`src/shared/cad_pkg.sv`:
```
// Shared constants and types for the central ALU datapath
// What this block does
// - First ALU input is the accumulator; second is product, scaler or auxiliary register
// - ALU does 32-bit arithmetic and Boolean work in one cycle
// - Results land in a 32-bit accumulator, stored as two halves
// - Bus data passes the input scaler; products pass the product shifter
// - Saturation on: overflow sets flag and clamps to extreme value
// - Saturation off: overflow keeps the wrapped sum
// - Boolean operations never overflow and never saturate
// - Carry moves on arithmetic and one-bit shifts, not loads or logic
// - Add with carry and subtract with borrow use the old carry
// - High-half add only sets carry; high-half subtract only clears it
// - Carry is one after reset and loadable by flag and status ops
// - Carry, overflow and accumulator-zero conditions are output
// - Accumulator low word is given as a computed branch target
// - Stores shift left zero to seven places; accumulator unchanged
// - High store fills from the low half; low store fills zeros
// - One-bit right shift goes through carry, sign kept by sign mode
// - One-bit left shift inserts zero; rotates go through carry
// - Variable shifts and variable bit test use multiplier operand 3:0
// - Normalize shifts left toward normal form; bit tests keep accumulator
// - Eight auxiliary registers chosen by a 3-bit pointer
// - Auxiliary registers load from memory, accumulator, product, immediate
// - Current auxiliary register steps by one or by register zero
// - Sign mode picks sign or zero fill in the 0 to 16 input shift
// - Product shift mode: none, left 1, left 4, right 6
package cad_pkg;
  localparam int ACCUM_W = 32;
  localparam int DATA_W  = 16;
  localparam logic [31:0] SAT_POS = 32'h7FFF_FFFF;
  localparam logic [31:0] SAT_NEG = 32'h8000_0000;
  localparam logic [4:0]  INPUT_SCALING_SHIFTER_MAX = 5'h10;
  localparam logic [1:0]  PSM_NONE   = 2'h0;
  localparam logic [1:0]  PSM_LEFT1  = 2'h1;
  localparam logic [1:0]  PSM_LEFT4  = 2'h2;
  localparam logic [1:0]  PSM_RIGHT6 = 2'h3;
  localparam int PRODUCT_SHIFTER_L1 = 1;
  localparam int PRODUCT_SHIFTER_L4 = 4;
  localparam int PRODUCT_SHIFTER_R6 = 6;
  localparam logic [1:0]  MOD_NONE = 2'h0;
  localparam logic [1:0]  MOD_INC  = 2'h1;
  localparam logic [1:0]  MOD_DEC  = 2'h2;
  localparam logic [1:0]  MOD_IDX0 = 2'h3;
  localparam logic [15:0] AUX_STEP = 16'h0001;
  localparam logic [1:0]  FLAG_CARRY = 2'h0;
  localparam logic [1:0]  FLAG_SEXT  = 2'h1;
  localparam logic [1:0]  FLAG_SATEN = 2'h2;
  localparam int ST_C = 0;
  localparam int ST_OVF = 1;
  localparam int ST_ZERO = 2;
  localparam int ST_SEXT = 3;
  localparam int ST_SATEN = 4;
  localparam int ST_PSM = 5;
  localparam int ST_PTR = 8;
  localparam logic [7:0] REG_STATUS = 8'h00;
  localparam logic [7:0] REG_ACCUM  = 8'h04;
  localparam logic [7:0] REG_AUX    = 8'h08;
  localparam logic       CARRY_RST = 1'b1;
  localparam logic       SEXT_RST  = 1'b1;
  typedef enum logic [5:0] {
    OP_NOP = 6'h00, OP_LOAD, OP_ADD, OP_SUB, OP_ADD_CARRY, OP_SUB_BORROW,
    OP_AND, OP_OR, OP_XOR, OP_LOAD_VAR, OP_ADD_VAR, OP_SUB_VAR,
    OP_LOAD_PROD, OP_ADD_PROD, OP_SUB_PROD, OP_ADD_AUX, OP_SHL1, OP_SHR1,
    OP_ROT_L, OP_ROT_R, OP_NORMALIZE, OP_BIT_TEST, OP_BIT_VAR, OP_SET_FLAG,
    OP_CLR_FLAG, OP_LOAD_STAT, OP_STORE_HI, OP_STORE_LO, OP_STORE_AUX,
    OP_BRANCH_COMP, OP_AUX_LD, OP_AUX_LD_ACCUM, OP_AUX_LD_PROD, OP_PTR_LD
  } cad_op_t;
endpackage : cad_pkg

```
`src/hdl/cad_datapath.sv`:
```
// Central ALU, accumulator, shifters and auxiliary registers
`timescale 1ns/1ps
module cad_datapath (
  input  wire logic             core_clk_in,
  input  wire logic             sys_rst_in,
  input  wire logic             psel_in,
  input  wire logic             penable_in,
  input  wire logic             pwrite_in,
  input  wire logic [7:0]       paddr_in,
  input  wire logic [31:0]      pwdata_in,
  output logic      [31:0]      prdata_out,
  output logic                  pready_out,
  output logic                  pslverr_out,
  input  wire logic             op_valid_in,
  input  cad_pkg::cad_op_t      op_code_in,
  input  wire logic [15:0]      op_data_in,
  input  wire logic [4:0]       op_shift_in,
  input  wire logic [3:0]       op_arg_in,
  input  wire logic [1:0]       aux_mod_in,
  input  wire logic [31:0]      product_in,
  input  wire logic [15:0]      mul_opnd_in,
  input  wire logic             ovf_test_in,
  output logic      [31:0]      accum_out,
  output logic      [15:0]      store_data_out,
  output logic                  store_valid_out,
  output logic                  carry_out,
  output logic                  overflow_out,
  output logic                  accum_zero_out,
  output logic      [15:0]      branch_addr_out,
  output logic                  branch_valid_out,
  output logic                  bit_test_out,
  output logic      [15:0]      aux_addr_out
);
  localparam int AW = cad_pkg::ACCUM_W;
  localparam int DW = cad_pkg::DATA_W;

  logic [AW-1:0] accum_q, accum_d;
  logic          carry_q, carry_d, ovf_flag_q, ovf_flag_d;
  logic          sat_en_q, sat_en_d, sext_q, sext_d, zero_q, zero_d;
  logic [1:0]    psm_q, psm_d;
  logic [2:0]    ptr_q, ptr_d;
  logic [DW-1:0] aux_q [8];
  logic [DW-1:0] aux_d [8];
  logic [DW-1:0] store_q, store_d, branch_q, branch_d, addr_q, addr_d;
  logic          store_v_q, store_v_d, branch_v_q, branch_v_d;
  logic          bit_q, bit_d;
  logic [31:0]   prdata_q, prdata_d, stat_w;
  logic          pready_q, pready_d, perr_q, perr_d;
  logic [AW-1:0] product_shifter_v, opnd_b, b_eff, raw_res, arith_res, store_sh;
  logic [AW:0]   sum;
  logic [4:0]    var_sh;
  logic [2:0]    st_sh;
  logic          arith, subtr, cin, ovf, hi16, setup, apb_wr, ovf_clr;
  logic          set_v;

  function automatic logic [AW-1:0] input_scaling_shifter(input logic [DW-1:0] d,
                                           input logic [4:0]    sh,
                                           input logic          sx);
    logic [AW-1:0] e;
    e = {{DW{sx & d[DW-1]}}, d};
    if (sh > cad_pkg::INPUT_SCALING_SHIFTER_MAX) begin
      input_scaling_shifter = e << cad_pkg::INPUT_SCALING_SHIFTER_MAX;
    end else begin
      input_scaling_shifter = e << sh;
    end
  endfunction : input_scaling_shifter

  // Operand path and adder
  always_comb begin
    unique case (psm_q)
      cad_pkg::PSM_NONE:   product_shifter_v = product_in;
      cad_pkg::PSM_LEFT1:  product_shifter_v = product_in << cad_pkg::PRODUCT_SHIFTER_L1;
      cad_pkg::PSM_LEFT4:  product_shifter_v = product_in << cad_pkg::PRODUCT_SHIFTER_L4;
      cad_pkg::PSM_RIGHT6: begin
        product_shifter_v = AW'($signed(product_in) >>> cad_pkg::PRODUCT_SHIFTER_R6);
      end
    endcase
    var_sh = {1'b0, mul_opnd_in[3:0]};
    case (op_code_in)
      cad_pkg::OP_LOAD_VAR, cad_pkg::OP_ADD_VAR, cad_pkg::OP_SUB_VAR: begin
        opnd_b = input_scaling_shifter(op_data_in, var_sh, sext_q);
      end
      cad_pkg::OP_LOAD_PROD, cad_pkg::OP_ADD_PROD, cad_pkg::OP_SUB_PROD: begin
        opnd_b = product_shifter_v;
      end
      cad_pkg::OP_ADD_AUX: opnd_b = {{(AW-DW){1'b0}}, aux_q[ptr_q]};
      default: opnd_b = input_scaling_shifter(op_data_in, op_shift_in, sext_q);
    endcase
    subtr = op_code_in inside {cad_pkg::OP_SUB, cad_pkg::OP_SUB_BORROW,
                               cad_pkg::OP_SUB_VAR, cad_pkg::OP_SUB_PROD};
    arith = op_valid_in & (subtr | op_code_in inside {cad_pkg::OP_ADD,
            cad_pkg::OP_ADD_CARRY, cad_pkg::OP_ADD_VAR,
            cad_pkg::OP_ADD_PROD, cad_pkg::OP_ADD_AUX});
    if (op_code_in inside {cad_pkg::OP_ADD_CARRY, cad_pkg::OP_SUB_BORROW}) begin
      cin = carry_q;
    end else begin
      cin = subtr;
    end
    b_eff = subtr ? ~opnd_b : opnd_b;
    sum = {1'b0, accum_q} + {1'b0, b_eff} + {{AW{1'b0}}, cin};
    raw_res = sum[AW-1:0];
    ovf = arith & (accum_q[AW-1] == b_eff[AW-1]) &
          (raw_res[AW-1] != accum_q[AW-1]);
    if (ovf && sat_en_q) begin
      arith_res = accum_q[AW-1] ? cad_pkg::SAT_NEG : cad_pkg::SAT_POS;
    end else begin
      arith_res = raw_res;
    end
    hi16 = arith & (op_shift_in == cad_pkg::INPUT_SCALING_SHIFTER_MAX) &
           (op_code_in inside {cad_pkg::OP_ADD, cad_pkg::OP_SUB});
    st_sh = op_shift_in[2:0];
    store_sh = accum_q << st_sh;
  end

  // Accumulator and flags
  always_comb begin
    accum_d = accum_q;
    carry_d = carry_q;
    sat_en_d = sat_en_q;
    sext_d = sext_q;
    psm_d = psm_q;
    ovf_flag_d = ovf_flag_q & ~ovf_clr;
    set_v = op_code_in == cad_pkg::OP_SET_FLAG;
    if (apb_wr && paddr_in == cad_pkg::REG_STATUS) begin
      sat_en_d = pwdata_in[cad_pkg::ST_SATEN];
      sext_d = pwdata_in[cad_pkg::ST_SEXT];
      psm_d = pwdata_in[cad_pkg::ST_PSM +: 2];
    end
    if (op_valid_in) begin
      case (op_code_in)
        cad_pkg::OP_LOAD, cad_pkg::OP_LOAD_VAR, cad_pkg::OP_LOAD_PROD: begin
          accum_d = opnd_b;
        end
        cad_pkg::OP_AND: accum_d = accum_q & opnd_b;
        cad_pkg::OP_OR:  accum_d = accum_q | opnd_b;
        cad_pkg::OP_XOR: accum_d = accum_q ^ opnd_b;
        cad_pkg::OP_SHL1: {carry_d, accum_d} = {accum_q, 1'b0};
        cad_pkg::OP_SHR1: begin
          {accum_d, carry_d} = {sext_q & accum_q[AW-1], accum_q};
        end
        cad_pkg::OP_ROT_L: {carry_d, accum_d} = {accum_q, carry_q};
        cad_pkg::OP_ROT_R: {accum_d, carry_d} = {carry_q, accum_q};
        cad_pkg::OP_NORMALIZE: begin
          if (accum_q != '0 && accum_q[AW-1] == accum_q[AW-2]) begin
            accum_d = accum_q << 1;
          end
        end
        cad_pkg::OP_SET_FLAG, cad_pkg::OP_CLR_FLAG: begin
          case (op_arg_in[1:0])
            cad_pkg::FLAG_CARRY: carry_d = set_v;
            cad_pkg::FLAG_SEXT:  sext_d = set_v;
            cad_pkg::FLAG_SATEN: sat_en_d = set_v;
            default: ;
          endcase
        end
        cad_pkg::OP_LOAD_STAT: begin
          carry_d = op_data_in[cad_pkg::ST_C];
          sext_d = op_data_in[cad_pkg::ST_SEXT];
          psm_d = op_data_in[cad_pkg::ST_PSM +: 2];
        end
        default: begin
          if (arith) begin
            accum_d = arith_res;
            if (hi16 && subtr) begin
              carry_d = carry_q & sum[AW];
            end else if (hi16) begin
              carry_d = carry_q | sum[AW];
            end else begin
              carry_d = sum[AW];
            end
          end
        end
      endcase
    end
    ovf_flag_d = ovf_flag_d | ovf;
    zero_d = accum_d == '0;
  end

  always_ff @(posedge core_clk_in or posedge sys_rst_in) begin
    if (sys_rst_in) begin
      accum_q <= '0;
      carry_q <= cad_pkg::CARRY_RST;
      ovf_flag_q <= 1'b0;
      sat_en_q <= 1'b0;
      sext_q <= cad_pkg::SEXT_RST;
      psm_q <= cad_pkg::PSM_NONE;
      zero_q <= 1'b1;
    end else begin
      accum_q <= accum_d;
      carry_q <= carry_d;
      ovf_flag_q <= ovf_flag_d;
      sat_en_q <= sat_en_d;
      sext_q <= sext_d;
      psm_q <= psm_d;
      zero_q <= zero_d;
    end
  end

  // Auxiliary registers and pointer
  always_comb begin
    aux_d = aux_q;
    ptr_d = ptr_q;
    if (op_valid_in) begin
      unique case (aux_mod_in)
        cad_pkg::MOD_NONE: ;
        cad_pkg::MOD_INC:  aux_d[ptr_q] = aux_q[ptr_q] + cad_pkg::AUX_STEP;
        cad_pkg::MOD_DEC:  aux_d[ptr_q] = aux_q[ptr_q] - cad_pkg::AUX_STEP;
        cad_pkg::MOD_IDX0: aux_d[ptr_q] = aux_q[ptr_q] + aux_q[0];
      endcase
      case (op_code_in)
        cad_pkg::OP_AUX_LD:       aux_d[ptr_q] = op_data_in;
        cad_pkg::OP_AUX_LD_ACCUM: aux_d[ptr_q] = accum_q[DW-1:0];
        cad_pkg::OP_AUX_LD_PROD:  aux_d[ptr_q] = product_in[DW-1:0];
        cad_pkg::OP_PTR_LD:       ptr_d = op_data_in[2:0];
        cad_pkg::OP_LOAD_STAT:    ptr_d = op_data_in[cad_pkg::ST_PTR +: 3];
        default: ;
      endcase
    end
    addr_d = aux_d[ptr_d];
  end

  always_ff @(posedge core_clk_in or posedge sys_rst_in) begin
    if (sys_rst_in) begin
      aux_q <= '{default: '0};
      ptr_q <= '0;
      addr_q <= '0;
    end else begin
      aux_q <= aux_d;
      ptr_q <= ptr_d;
      addr_q <= addr_d;
    end
  end

  // Store, branch, bit test and register bus
  always_comb begin
    store_d = store_q;
    store_v_d = 1'b0;
    branch_d = branch_q;
    branch_v_d = 1'b0;
    bit_d = bit_q;
    if (op_valid_in) begin
      case (op_code_in)
        cad_pkg::OP_STORE_HI: begin
          store_d = store_sh[AW-1:DW];
          store_v_d = 1'b1;
        end
        cad_pkg::OP_STORE_LO: begin
          store_d = store_sh[DW-1:0];
          store_v_d = 1'b1;
        end
        cad_pkg::OP_STORE_AUX: begin
          store_d = aux_q[ptr_q];
          store_v_d = 1'b1;
        end
        cad_pkg::OP_BRANCH_COMP: begin
          branch_d = accum_q[DW-1:0];
          branch_v_d = 1'b1;
        end
        cad_pkg::OP_BIT_TEST: bit_d = op_data_in[op_arg_in];
        cad_pkg::OP_BIT_VAR:  bit_d = op_data_in[mul_opnd_in[3:0]];
        default: ;
      endcase
    end
    setup = psel_in & ~penable_in;
    apb_wr = psel_in & penable_in & pready_q & pwrite_in;
    ovf_clr = ovf_test_in | (apb_wr & (paddr_in == cad_pkg::REG_STATUS) &
              pwdata_in[cad_pkg::ST_OVF]);
    stat_w = '0;
    stat_w[cad_pkg::ST_C] = carry_q;
    stat_w[cad_pkg::ST_OVF] = ovf_flag_q;
    stat_w[cad_pkg::ST_ZERO] = zero_q;
    stat_w[cad_pkg::ST_SEXT] = sext_q;
    stat_w[cad_pkg::ST_SATEN] = sat_en_q;
    stat_w[cad_pkg::ST_PSM +: 2] = psm_q;
    stat_w[cad_pkg::ST_PTR +: 3] = ptr_q;
    pready_d = setup;
    perr_d = 1'b0;
    prdata_d = prdata_q;
    if (setup) begin
      case (paddr_in)
        cad_pkg::REG_STATUS: prdata_d = stat_w;
        cad_pkg::REG_ACCUM:  prdata_d = accum_q;
        cad_pkg::REG_AUX:    prdata_d = {{(AW-DW){1'b0}}, aux_q[ptr_q]};
        default: begin
          prdata_d = '0;
          perr_d = 1'b1;
        end
      endcase
    end
  end

  always_ff @(posedge core_clk_in or posedge sys_rst_in) begin
    if (sys_rst_in) begin
      store_q <= '0;
      store_v_q <= 1'b0;
      branch_q <= '0;
      branch_v_q <= 1'b0;
      bit_q <= 1'b0;
      prdata_q <= '0;
      pready_q <= 1'b0;
      perr_q <= 1'b0;
    end else begin
      store_q <= store_d;
      store_v_q <= store_v_d;
      branch_q <= branch_d;
      branch_v_q <= branch_v_d;
      bit_q <= bit_d;
      prdata_q <= prdata_d;
      pready_q <= pready_d;
      perr_q <= perr_d;
    end
  end

  assign prdata_out = prdata_q;
  assign pready_out = pready_q;
  assign pslverr_out = perr_q;
  assign accum_out = accum_q;
  assign store_data_out = store_q;
  assign store_valid_out = store_v_q;
  assign carry_out = carry_q;
  assign overflow_out = ovf_flag_q;
  assign accum_zero_out = zero_q;
  assign branch_addr_out = branch_q;
  assign branch_valid_out = branch_v_q;
  assign bit_test_out = bit_q;
  assign aux_addr_out = addr_q;
endmodule : cad_datapath

```
`config.mk`:
```
export PLATFORM = sky130hd
export DESIGN_NAME = cad_datapath
export DESIGN_NICKNAME = d
export VERILOG_FILES = /design/src/shared/cad_pkg.sv /design/src/hdl/cad_datapath.sv
export SDC_FILE = /design/constraint.sdc
export NUM_CORES = 2
export LEC_CHECK = 0
export BUFFER_PORTS_ARGS = -buffer_cell sky130_fd_sc_hd__buf_2
export CORE_AREA = 8 8 350 250
export CTS_BUF_LIST = sky130_fd_sc_hd__clkbuf_16
export DETAILED_ROUTE_END_ITERATION = 10
export DIE_AREA = 0 0 358 258
export GPL_ROUTABILITY_DRIVEN = 0
export GPL_TIMING_DRIVEN = 0
export PLACE_DENSITY = 0.52
export REMOVE_ABC_BUFFERS = 1
export SETUP_SLACK_MARGIN = 0.02
export SYNTH_ARGS = -nofsm -noshare
export SYNTH_HDL_FRONTEND = slang
export SYNTH_SLANG_ARGS = --single-unit
```
`constraint.sdc`:
```
create_clock -name core_clk_in -period 6.6 [get_ports core_clk_in]
set_clock_uncertainty 0.05 [all_clocks]
set_input_delay 0 -clock core_clk_in [delete_from_list [all_inputs] [get_ports core_clk_in]]
set_output_delay 0 -clock core_clk_in [all_outputs]
set_load 0.02 [all_outputs]
```
Word-level counts from Yosys, hierarchy flattened
Index checks and enable logic that the tools add are counted.
{"block": "op_classes", "addsub": 5, "n_mul": 0, "n_div": 0, "magnitude_cmp": 7, "eq_ne": 48, "shifts": 3, "muxes": 61, "bitwise": 28, "reduce_logical": 31}
{"cell": "$bwmux 128", "count": 6}
{"cell": "$pmux 128 s3", "count": 2}
{"cell": "$pmux 32 s10", "count": 1}
{"cell": "$mux 128", "count": 2}
{"cell": "$mux 32", "count": 8}
{"cell": "$pmux 32 s3", "count": 2}
{"cell": "$pmux 32 s4", "count": 1}
{"cell": "$bmux 16 s3", "count": 2}
{"cell": "$eq 6x5->1 const B", "count": 16}
{"cell": "$mux 16", "count": 5}
{"cell": "$demux 16 s3", "count": 1}
{"cell": "$eq 6x4->1 const B", "count": 8}
{"cell": "$pmux 16 s3", "count": 1}
{"cell": "$add 32x32->33", "count": 1}
{"cell": "$add 33x1->33", "count": 1}
{"cell": "$and 32x32->32", "count": 1}
{"cell": "$logic_not 32->1", "count": 1}
{"cell": "$not 32->32", "count": 1}
{"cell": "$or 32x32->32", "count": 1}
{"cell": "$reduce_bool 32->1", "count": 1}
{"cell": "$shl 32x3->32", "count": 1}
{"cell": "$shl 32x4->32", "count": 1}
{"cell": "$shl 32x5->32", "count": 1}
{"cell": "$xor 32x32->32", "count": 1}
{"cell": "43 further kinds", "count": 117}
{"block": "word_totals", "register_bits": 255, "latch_bits": 0, "ramBits": 0, "rom_bits": 0, "in_bits": 128, "out_inout_bits": 120, "wordCells": 208, "n_memories": 0}

Longest topological paths before layout
{"block": "logic_depth", "ltp_word": 17, "ltp_mapped": 27, "mapped_depth_nobuf": 22}

Worst setup path before layout
OpenSTA, ideal clock, no wires.
{"block": "synth_path", "path_kind": "register -> register", "start": "register psm_q[0]", "end": "register zero_q, in the netlist accum_zero_out", "setup_time_ns": 0.090, "t_arrival_ns": 5.660, "required_time_ns": 6.460, "slack_ns": 0.800, "stages_incl_launch_ff": 22, "path_buffers": 4, "period_less_slack_ns": 5.800, "cell_sequence": "dfrtp_1 -> buf_2 -> clkbuf_1 -> clkbuf_1 -> mux4_2 -> a21oi_1 -> o21ai_0 -> xnor2_1 -> ha_1 -> clkbuf_1 -> nand4_1 -> nor4_1 -> inv_1 -> a211o_1 -> a21boi_1 -> nor2_1 -> a32oi_1 -> a21oi_1 -> or4_4 -> nor4b_2 -> nand3_1 -> nor4_2"}
{"block": "synth_via", "elab_chain_len": 15, "elab_cells_between_ends": 23, "cone_classes": "add/sub (2); eq/ne (5); mux (7); bitwise (6); reduce/logical (3)"}
{"element": "from (decl)", "line": "cad_datapath.sv:40", "rtl": "logic [1:0] psm_q, psm_d;"}
{"element": "from (signal assigned)", "line": "cad_datapath.sv:186", "rtl": "psm_q <= cad_pkg::PSM_NONE;"}
{"element": "from (signal assigned)", "line": "cad_datapath.sv:194", "rtl": "psm_q <= psm_d;"}
{"element": "$eq 2x2->1, or another cell as far along", "line": "cad_datapath.sv:70", "rtl": "unique case (psm_q)"}
{"element": "$pmux 32 s4 *", "line": "cad_datapath.sv:70"}
{"element": "$pmux 32 s3 *", "line": "cad_datapath.sv:79", "rtl": "case (op_code_in)"}
{"element": "$not 32->32", "line": "cad_datapath.sv:99", "rtl": "b_eff = subtr ? ~opnd_b : opnd_b;"}
{"element": "$mux 32", "line": "cad_datapath.sv:99"}
{"element": "$add 32x32->33", "line": "cad_datapath.sv:100", "rtl": "sum = {1'b0, accum_q} + {1'b0, b_eff} + {{AW{1'b0}}, cin};"}
{"element": "$add 33x1->33", "line": "cad_datapath.sv:100"}
{"element": "$ne 1x1->1", "line": "cad_datapath.sv:103", "rtl": "(raw_res[AW-1] != accum_q[AW-1]);"}
{"element": "$and 1x1->1", "line": "cad_datapath.sv:102", "rtl": "ovf = arith & (accum_q[AW-1] == b_eff[AW-1]) &"}
{"element": "$logic_and 1x1->1", "line": "cad_datapath.sv:104", "rtl": "if (ovf && sat_en_q) begin"}
{"element": "$mux 32", "line": "cad_datapath.sv:104"}
{"element": "$mux 32", "line": "cad_datapath.sv:162", "rtl": "if (arith) begin"}
{"element": "$pmux 32 s10 *", "line": "cad_datapath.sv:130", "rtl": "case (op_code_in)"}
{"element": "$mux 32 *", "line": "cad_datapath.sv:129", "rtl": "if (op_valid_in) begin"}
{"element": "net accum_d[27]", "line": "cad_datapath.sv:37", "rtl": "logic [AW-1:0] accum_q, accum_d;"}
{"element": "$logic_not 32->1 *", "line": "cad_datapath.sv:176", "rtl": "zero_d = accum_d == '0;"}
{"element": "net zero_d", "line": "cad_datapath.sv:39", "rtl": "logic sat_en_q, sat_en_d, sext_q, sext_d, zero_q, zero_d;"}
{"element": "to (signal assigned)", "line": "cad_datapath.sv:195", "rtl": "zero_q <= zero_d;"}
{"element": "to (decl)", "line": "cad_datapath.sv:39"}
The timed path passes the listed nets; every way through them passes the cells marked *.
A chain may end at the register's enable or synchronous reset.

Worst setup path in the final report
{"block": "layout_path", "start": "register ptr_q[0]", "end": "register zero_q, in the netlist accum_zero_out"}
{"block": "layout_via", "elab_chain_len": 17, "elab_cells_between_ends": 20, "cone_classes": "add/sub (2); eq/ne (1); mux (9); bitwise (6); reduce/logical (2)"}
{"element": "from (decl)", "line": "cad_datapath.sv:41", "rtl": "logic [2:0] ptr_q, ptr_d;"}
{"element": "from (signal assigned)", "line": "cad_datapath.sv:229", "rtl": "ptr_q <= ptr_d;"}
{"element": "$not 3->4 (not written as such) *", "line": "cad_datapath.sv:86", "rtl": "cad_pkg::OP_ADD_AUX: opnd_b = {{(AW-DW){1'b0}}, aux_q[ptr_q]};"}
{"element": "$bmux 16 s3 *", "line": "cad_datapath.sv:86"}
{"element": "$mux 16 (not written as such) * (2 in a row)", "line": "cad_datapath.sv:86"}
{"element": "$pmux 32 s3 *", "line": "cad_datapath.sv:79"}
{"element": "$not 32->32", "line": "cad_datapath.sv:99"}
{"element": "$mux 32", "line": "cad_datapath.sv:99"}
{"element": "$add 32x32->33", "line": "cad_datapath.sv:100"}
{"element": "$add 33x1->33", "line": "cad_datapath.sv:100"}
{"element": "$ne 1x1->1", "line": "cad_datapath.sv:103"}
{"element": "$and 1x1->1", "line": "cad_datapath.sv:102"}
{"element": "$logic_and 1x1->1", "line": "cad_datapath.sv:104"}
{"element": "$mux 32", "line": "cad_datapath.sv:104"}
{"element": "$mux 32", "line": "cad_datapath.sv:162"}
{"element": "$pmux 32 s10 *", "line": "cad_datapath.sv:130"}
{"element": "$mux 32 *", "line": "cad_datapath.sv:129"}
{"element": "$logic_not 32->1 *", "line": "cad_datapath.sv:176"}
{"element": "net zero_d", "line": "cad_datapath.sv:39"}
The timed path passes the listed nets; every way through them passes the cells marked *. The select of a mux whose other input is x is not followed.

==> flow_summary.toml <==
[run_status]
status = "finished with violations"
violations = "max-capacitance violations, max-slew violations"

[setup_path]
worstPathMaxFanout = 29
cpPeakStageDelay_ns = 0.54
cp.arrival_ns = 6.81
cp_common_cell = "xnor2_1"
timing.critical_path.buf_inv = 1
crit_chain = "buf_16, mux4_2, mux2_4, a221o_1, a221oi_4, xnor2_1, ha_4, nand4_1, nor4_1, o221ai_2, nand3_2, a31oi_2, o21bai_1, a2111oi_1, or3_1, xnor2_1, a221oi_1, o21bai_2, nor4_4"
crit_family = "compound AO/OA/AOI/OAI gates"
required_ns = 6.96
crit_type = "flip-flop to flip-flop"
cp-end-kind = "flip-flop"
r2r-start = "ptr_q[0]$_DFF_PP0_"
slowest_stage = "mux4_2"
critPathLaunchType = "flip-flop"
crit_path_start = "ptr_q[0]$_DFF_PP0_"

[global_route]
grt-ovfl-total = 0
groute.usage.overall = 0.2554
grt_pass1_wl_mm = 177.6
use_met1 = 0.3907
grt_max_degree = 116
gr-usage-met3 = 0.1048
busiest_layer = "met1"
first_global_vias = 24680
antenna_found_initial = 14
met2_usage = 0.3236

[cts]
cts_buffer_depth = 3
clock_latency_ns = 0.59
cts_root_buffer = "clkbuf_16"
htreeDepth = 2
cts_made_buffers = 35
cts_tree = "yes"
clock-sinks = 255
clk_pin_slew_ns = 0.06

[synth]
ys.flop_type = "dfrtp_1"
ys_ff_latch = 255
synth_area_um2 = 24400
synth_edf_count = 0
yosysWarningCount = 0
ys_async_sr_fraction = 1.000
netlist.area_leader.share = 0.2584
synth_cells = 2985
synth_area_leaders = "dfrtp_1, mux4_2, a21oi_1"
synth.distinct_cells = 95
yosys.area.top_type = "dfrtp_1"
yosysSeqAreaShare = 0.2616
avgSynthCellArea_um2 = 8.176

[sta]
report.final.slew_viol_count = 14
setup_viol = 0
post-route-period-util = 0.9771
relSlewSlack = -0.02702
period_needed_ns = 6.449
timing.fmax_ghz = 0.1551
rsz0062_at_grt = "false"
hold_viol_final = 0
worstMarginPinSlew_ns = 1.535

[placed_design]
portBuffers = 208
hpwl_mm = 89.55
place_inst = 4055

[detailed_routing]
drt_drc_violations_left = 0
routedWlPerCell_um = 29.68
drtPass1Iterations = 7
num_vias = 26970
ant_nets = 0
drt_wl_total_mm = 124.7
drtIter0Drc = 4761
via_per_inst = 6.421

[cells_and_area]
layoutNonFillerInstCount = 4200
area_delta_synth_final_pct = 18.31
drive_above_1_share = 0.1981
fin_nets = 3333
layout_commonest_cell = "nand2_1"
final_cell_mix = "nand2_1, nor2_1, a21oi_1"
fin_util = 0.3534

[power_and_ir_drop]
comb_power_share = 0.558
ir_drop_uv = 164.5
pwr-share-clk = 0.180
p_leak_uw = 0.01186
p_per_area_nw_per_um2 = 371.1
intPower_uw = 5392
power.switching_uw = 5324
swShare = 0.4969
sequentialPowerShare = 0.262

[floorplanning]
die_h_um = 258
die_w_um = 358
ios = 248
die_area_um2 = 92360
row_count = 88
core_area_um2 = 81700
start_util = 0.2987

[worst_hold_path]
hp-start = "psel_in"
min_path_type = "primary input to flip-flop"

[job]
cap_violations = 1
## worst min-delay path: stages
cell and delay (ns):
buf_2 0.10, nand2b_2 0.29, nand2_1 0.16, nand2_1 0.04
## power by group through the flow
| stage | Combinational (uW) | Sequential (uW) | Clock [uW] |
|---|---|---|---|
| after floorplan | 3420 | 2660 | 0 |
| after global placement | 5260 | 2870 | 0 |
| after global routing | 6350 | 2840 | 2010 |
| final | 5980 | 2810 | 1930 |
| after detailed placement | 5410 | 2800 | 0 |
| after CTS | 5670 | 2760 | 1940 |
## sequential cells by signal, indices dropped and copies added (netlist names)
name,flops
prdata_out,32
branch_valid_out,1
store_valid_out,1
aux_addr_out,16
pready_out,1
carry_out,1
branch_addr_out,16
pslverr_out,1
sat_en_q,1
store_data_out,16
bit_test_out,1
accum_out,32
sext_q,1
overflow_out,1
aux_q,128
accum_zero_out,1
ptr_q,3
psm_q,2
## final timing paths
path | endpoint | slack [ns] | cells after the start
worst max-delay path | accum_zero_out$_DFF_PP1_ | 0.15 | 19
worst min-delay path | prdata_out[28]$_DFFE_PP0P_ | 0.01 | 4
worst max register to register | accum_zero_out$_DFF_PP1_ | 0.15 | 19
worst min register to register | prdata_out[31]$_DFFE_PP0P_ | 0.41 | 2
max in group asynchronous | branch_addr_out[9]$_DFFE_PP0P_ | 4.90 | 5
min in group asynchronous | aux_addr_out[0]$_DFF_PP0_ | 0.58 | 4
## cell usage after synthesis, types with 8 or more instances
cell       count
a221o_1       14
dfrtp_1      252
ha_1         114
mux2i_1      111
mux2_2        54
nor2b_1       19
a32oi_1       14
mux4_2        82
nand3b_1       8
xnor2_1       70
a21oi_1      288
or3_1         12
o2111ai_1     14
a211o_1        9
a211oi_1      32
a222oi_1      24
nand2b_1      24
a21o_1        23
and2_1        19
inv_1        100
o221ai_1      23
a221oi_1      60
and3_1        10
a2111oi_0     10
o22a_1        13
clkbuf_1     210
a22oi_1       50
o21ai_0      171
nor2_1       312
o22ai_1       58
xor2_1        20
nor3_1        61
nand3_1       96
nand2_1      306
nor4_1        20
o211ai_1      20
buf_1         27
o21a_1        13
a22o_1        17
buf_2         14
nand4_1       20
a31oi_1       29
## cell families after synthesis
group	Yosys count	share of synthesized area
AOI/OAI and AO/OA	959	0.2613
xor gates and xnor gates	90	0.03230
adders and majority gates	117	0.06091
buffers and inverters	368	0.05875
DFF	255	0.2616
muxes	252	0.1510
and+or+nand+nor	944	0.1741
## layout make-up
class	instances	area [um2]
clock inverters	26	178.9
fillers	8521	52830
diodes	6	15.01
clock buffers	37	925.9
repair buffers	322	2406
well taps	1080	1351
inverters	111	444.2
multi-input cells	2363	17150
flip-flops and latches	255	6405
## repair_timing
item	4_1_cts	5_1_grt
resized for setup	60	45
hold buffers	19	2
setup endpoints to repair	109	2
hold endpoints to repair	159	1
cloned	1	1
pin swaps	8	12
setup buffers	28	22
## metal layers
| metal | share of wire | routed length, um | up-vias |
|---|---|---|---|
| met5 | 0.00079 | 98 | - |
| met4 | 0.025 | 3087 | 12 |
| met3 | 0.16 | 20150 | 244 |
| met2 | 0.37 | 46100 | 2088 |
| met1 | 0.44 | 55220 | 13220 |
| li1 | - | - | 11400 |
## per-stage QoR
step	instance area [um2]	total power (uW)	setup slack (ns)	TNS, ns	hold WS [ns]
after floorplan	23390	6090	-0.4584	-115.76	0.06734
after global placement	25780	8133	-5.783	-1507.10	0.2721
after detailed placement	26520	8206	-3.298	-74.38	0.01802
after CTS	28370	10380	0.06234	0	0.006305
after global routing	28860	11200	0.01144	0	0.03745
final	28870	10720	0.1509	0	0.01298
(Power assumes the default switching activity.)
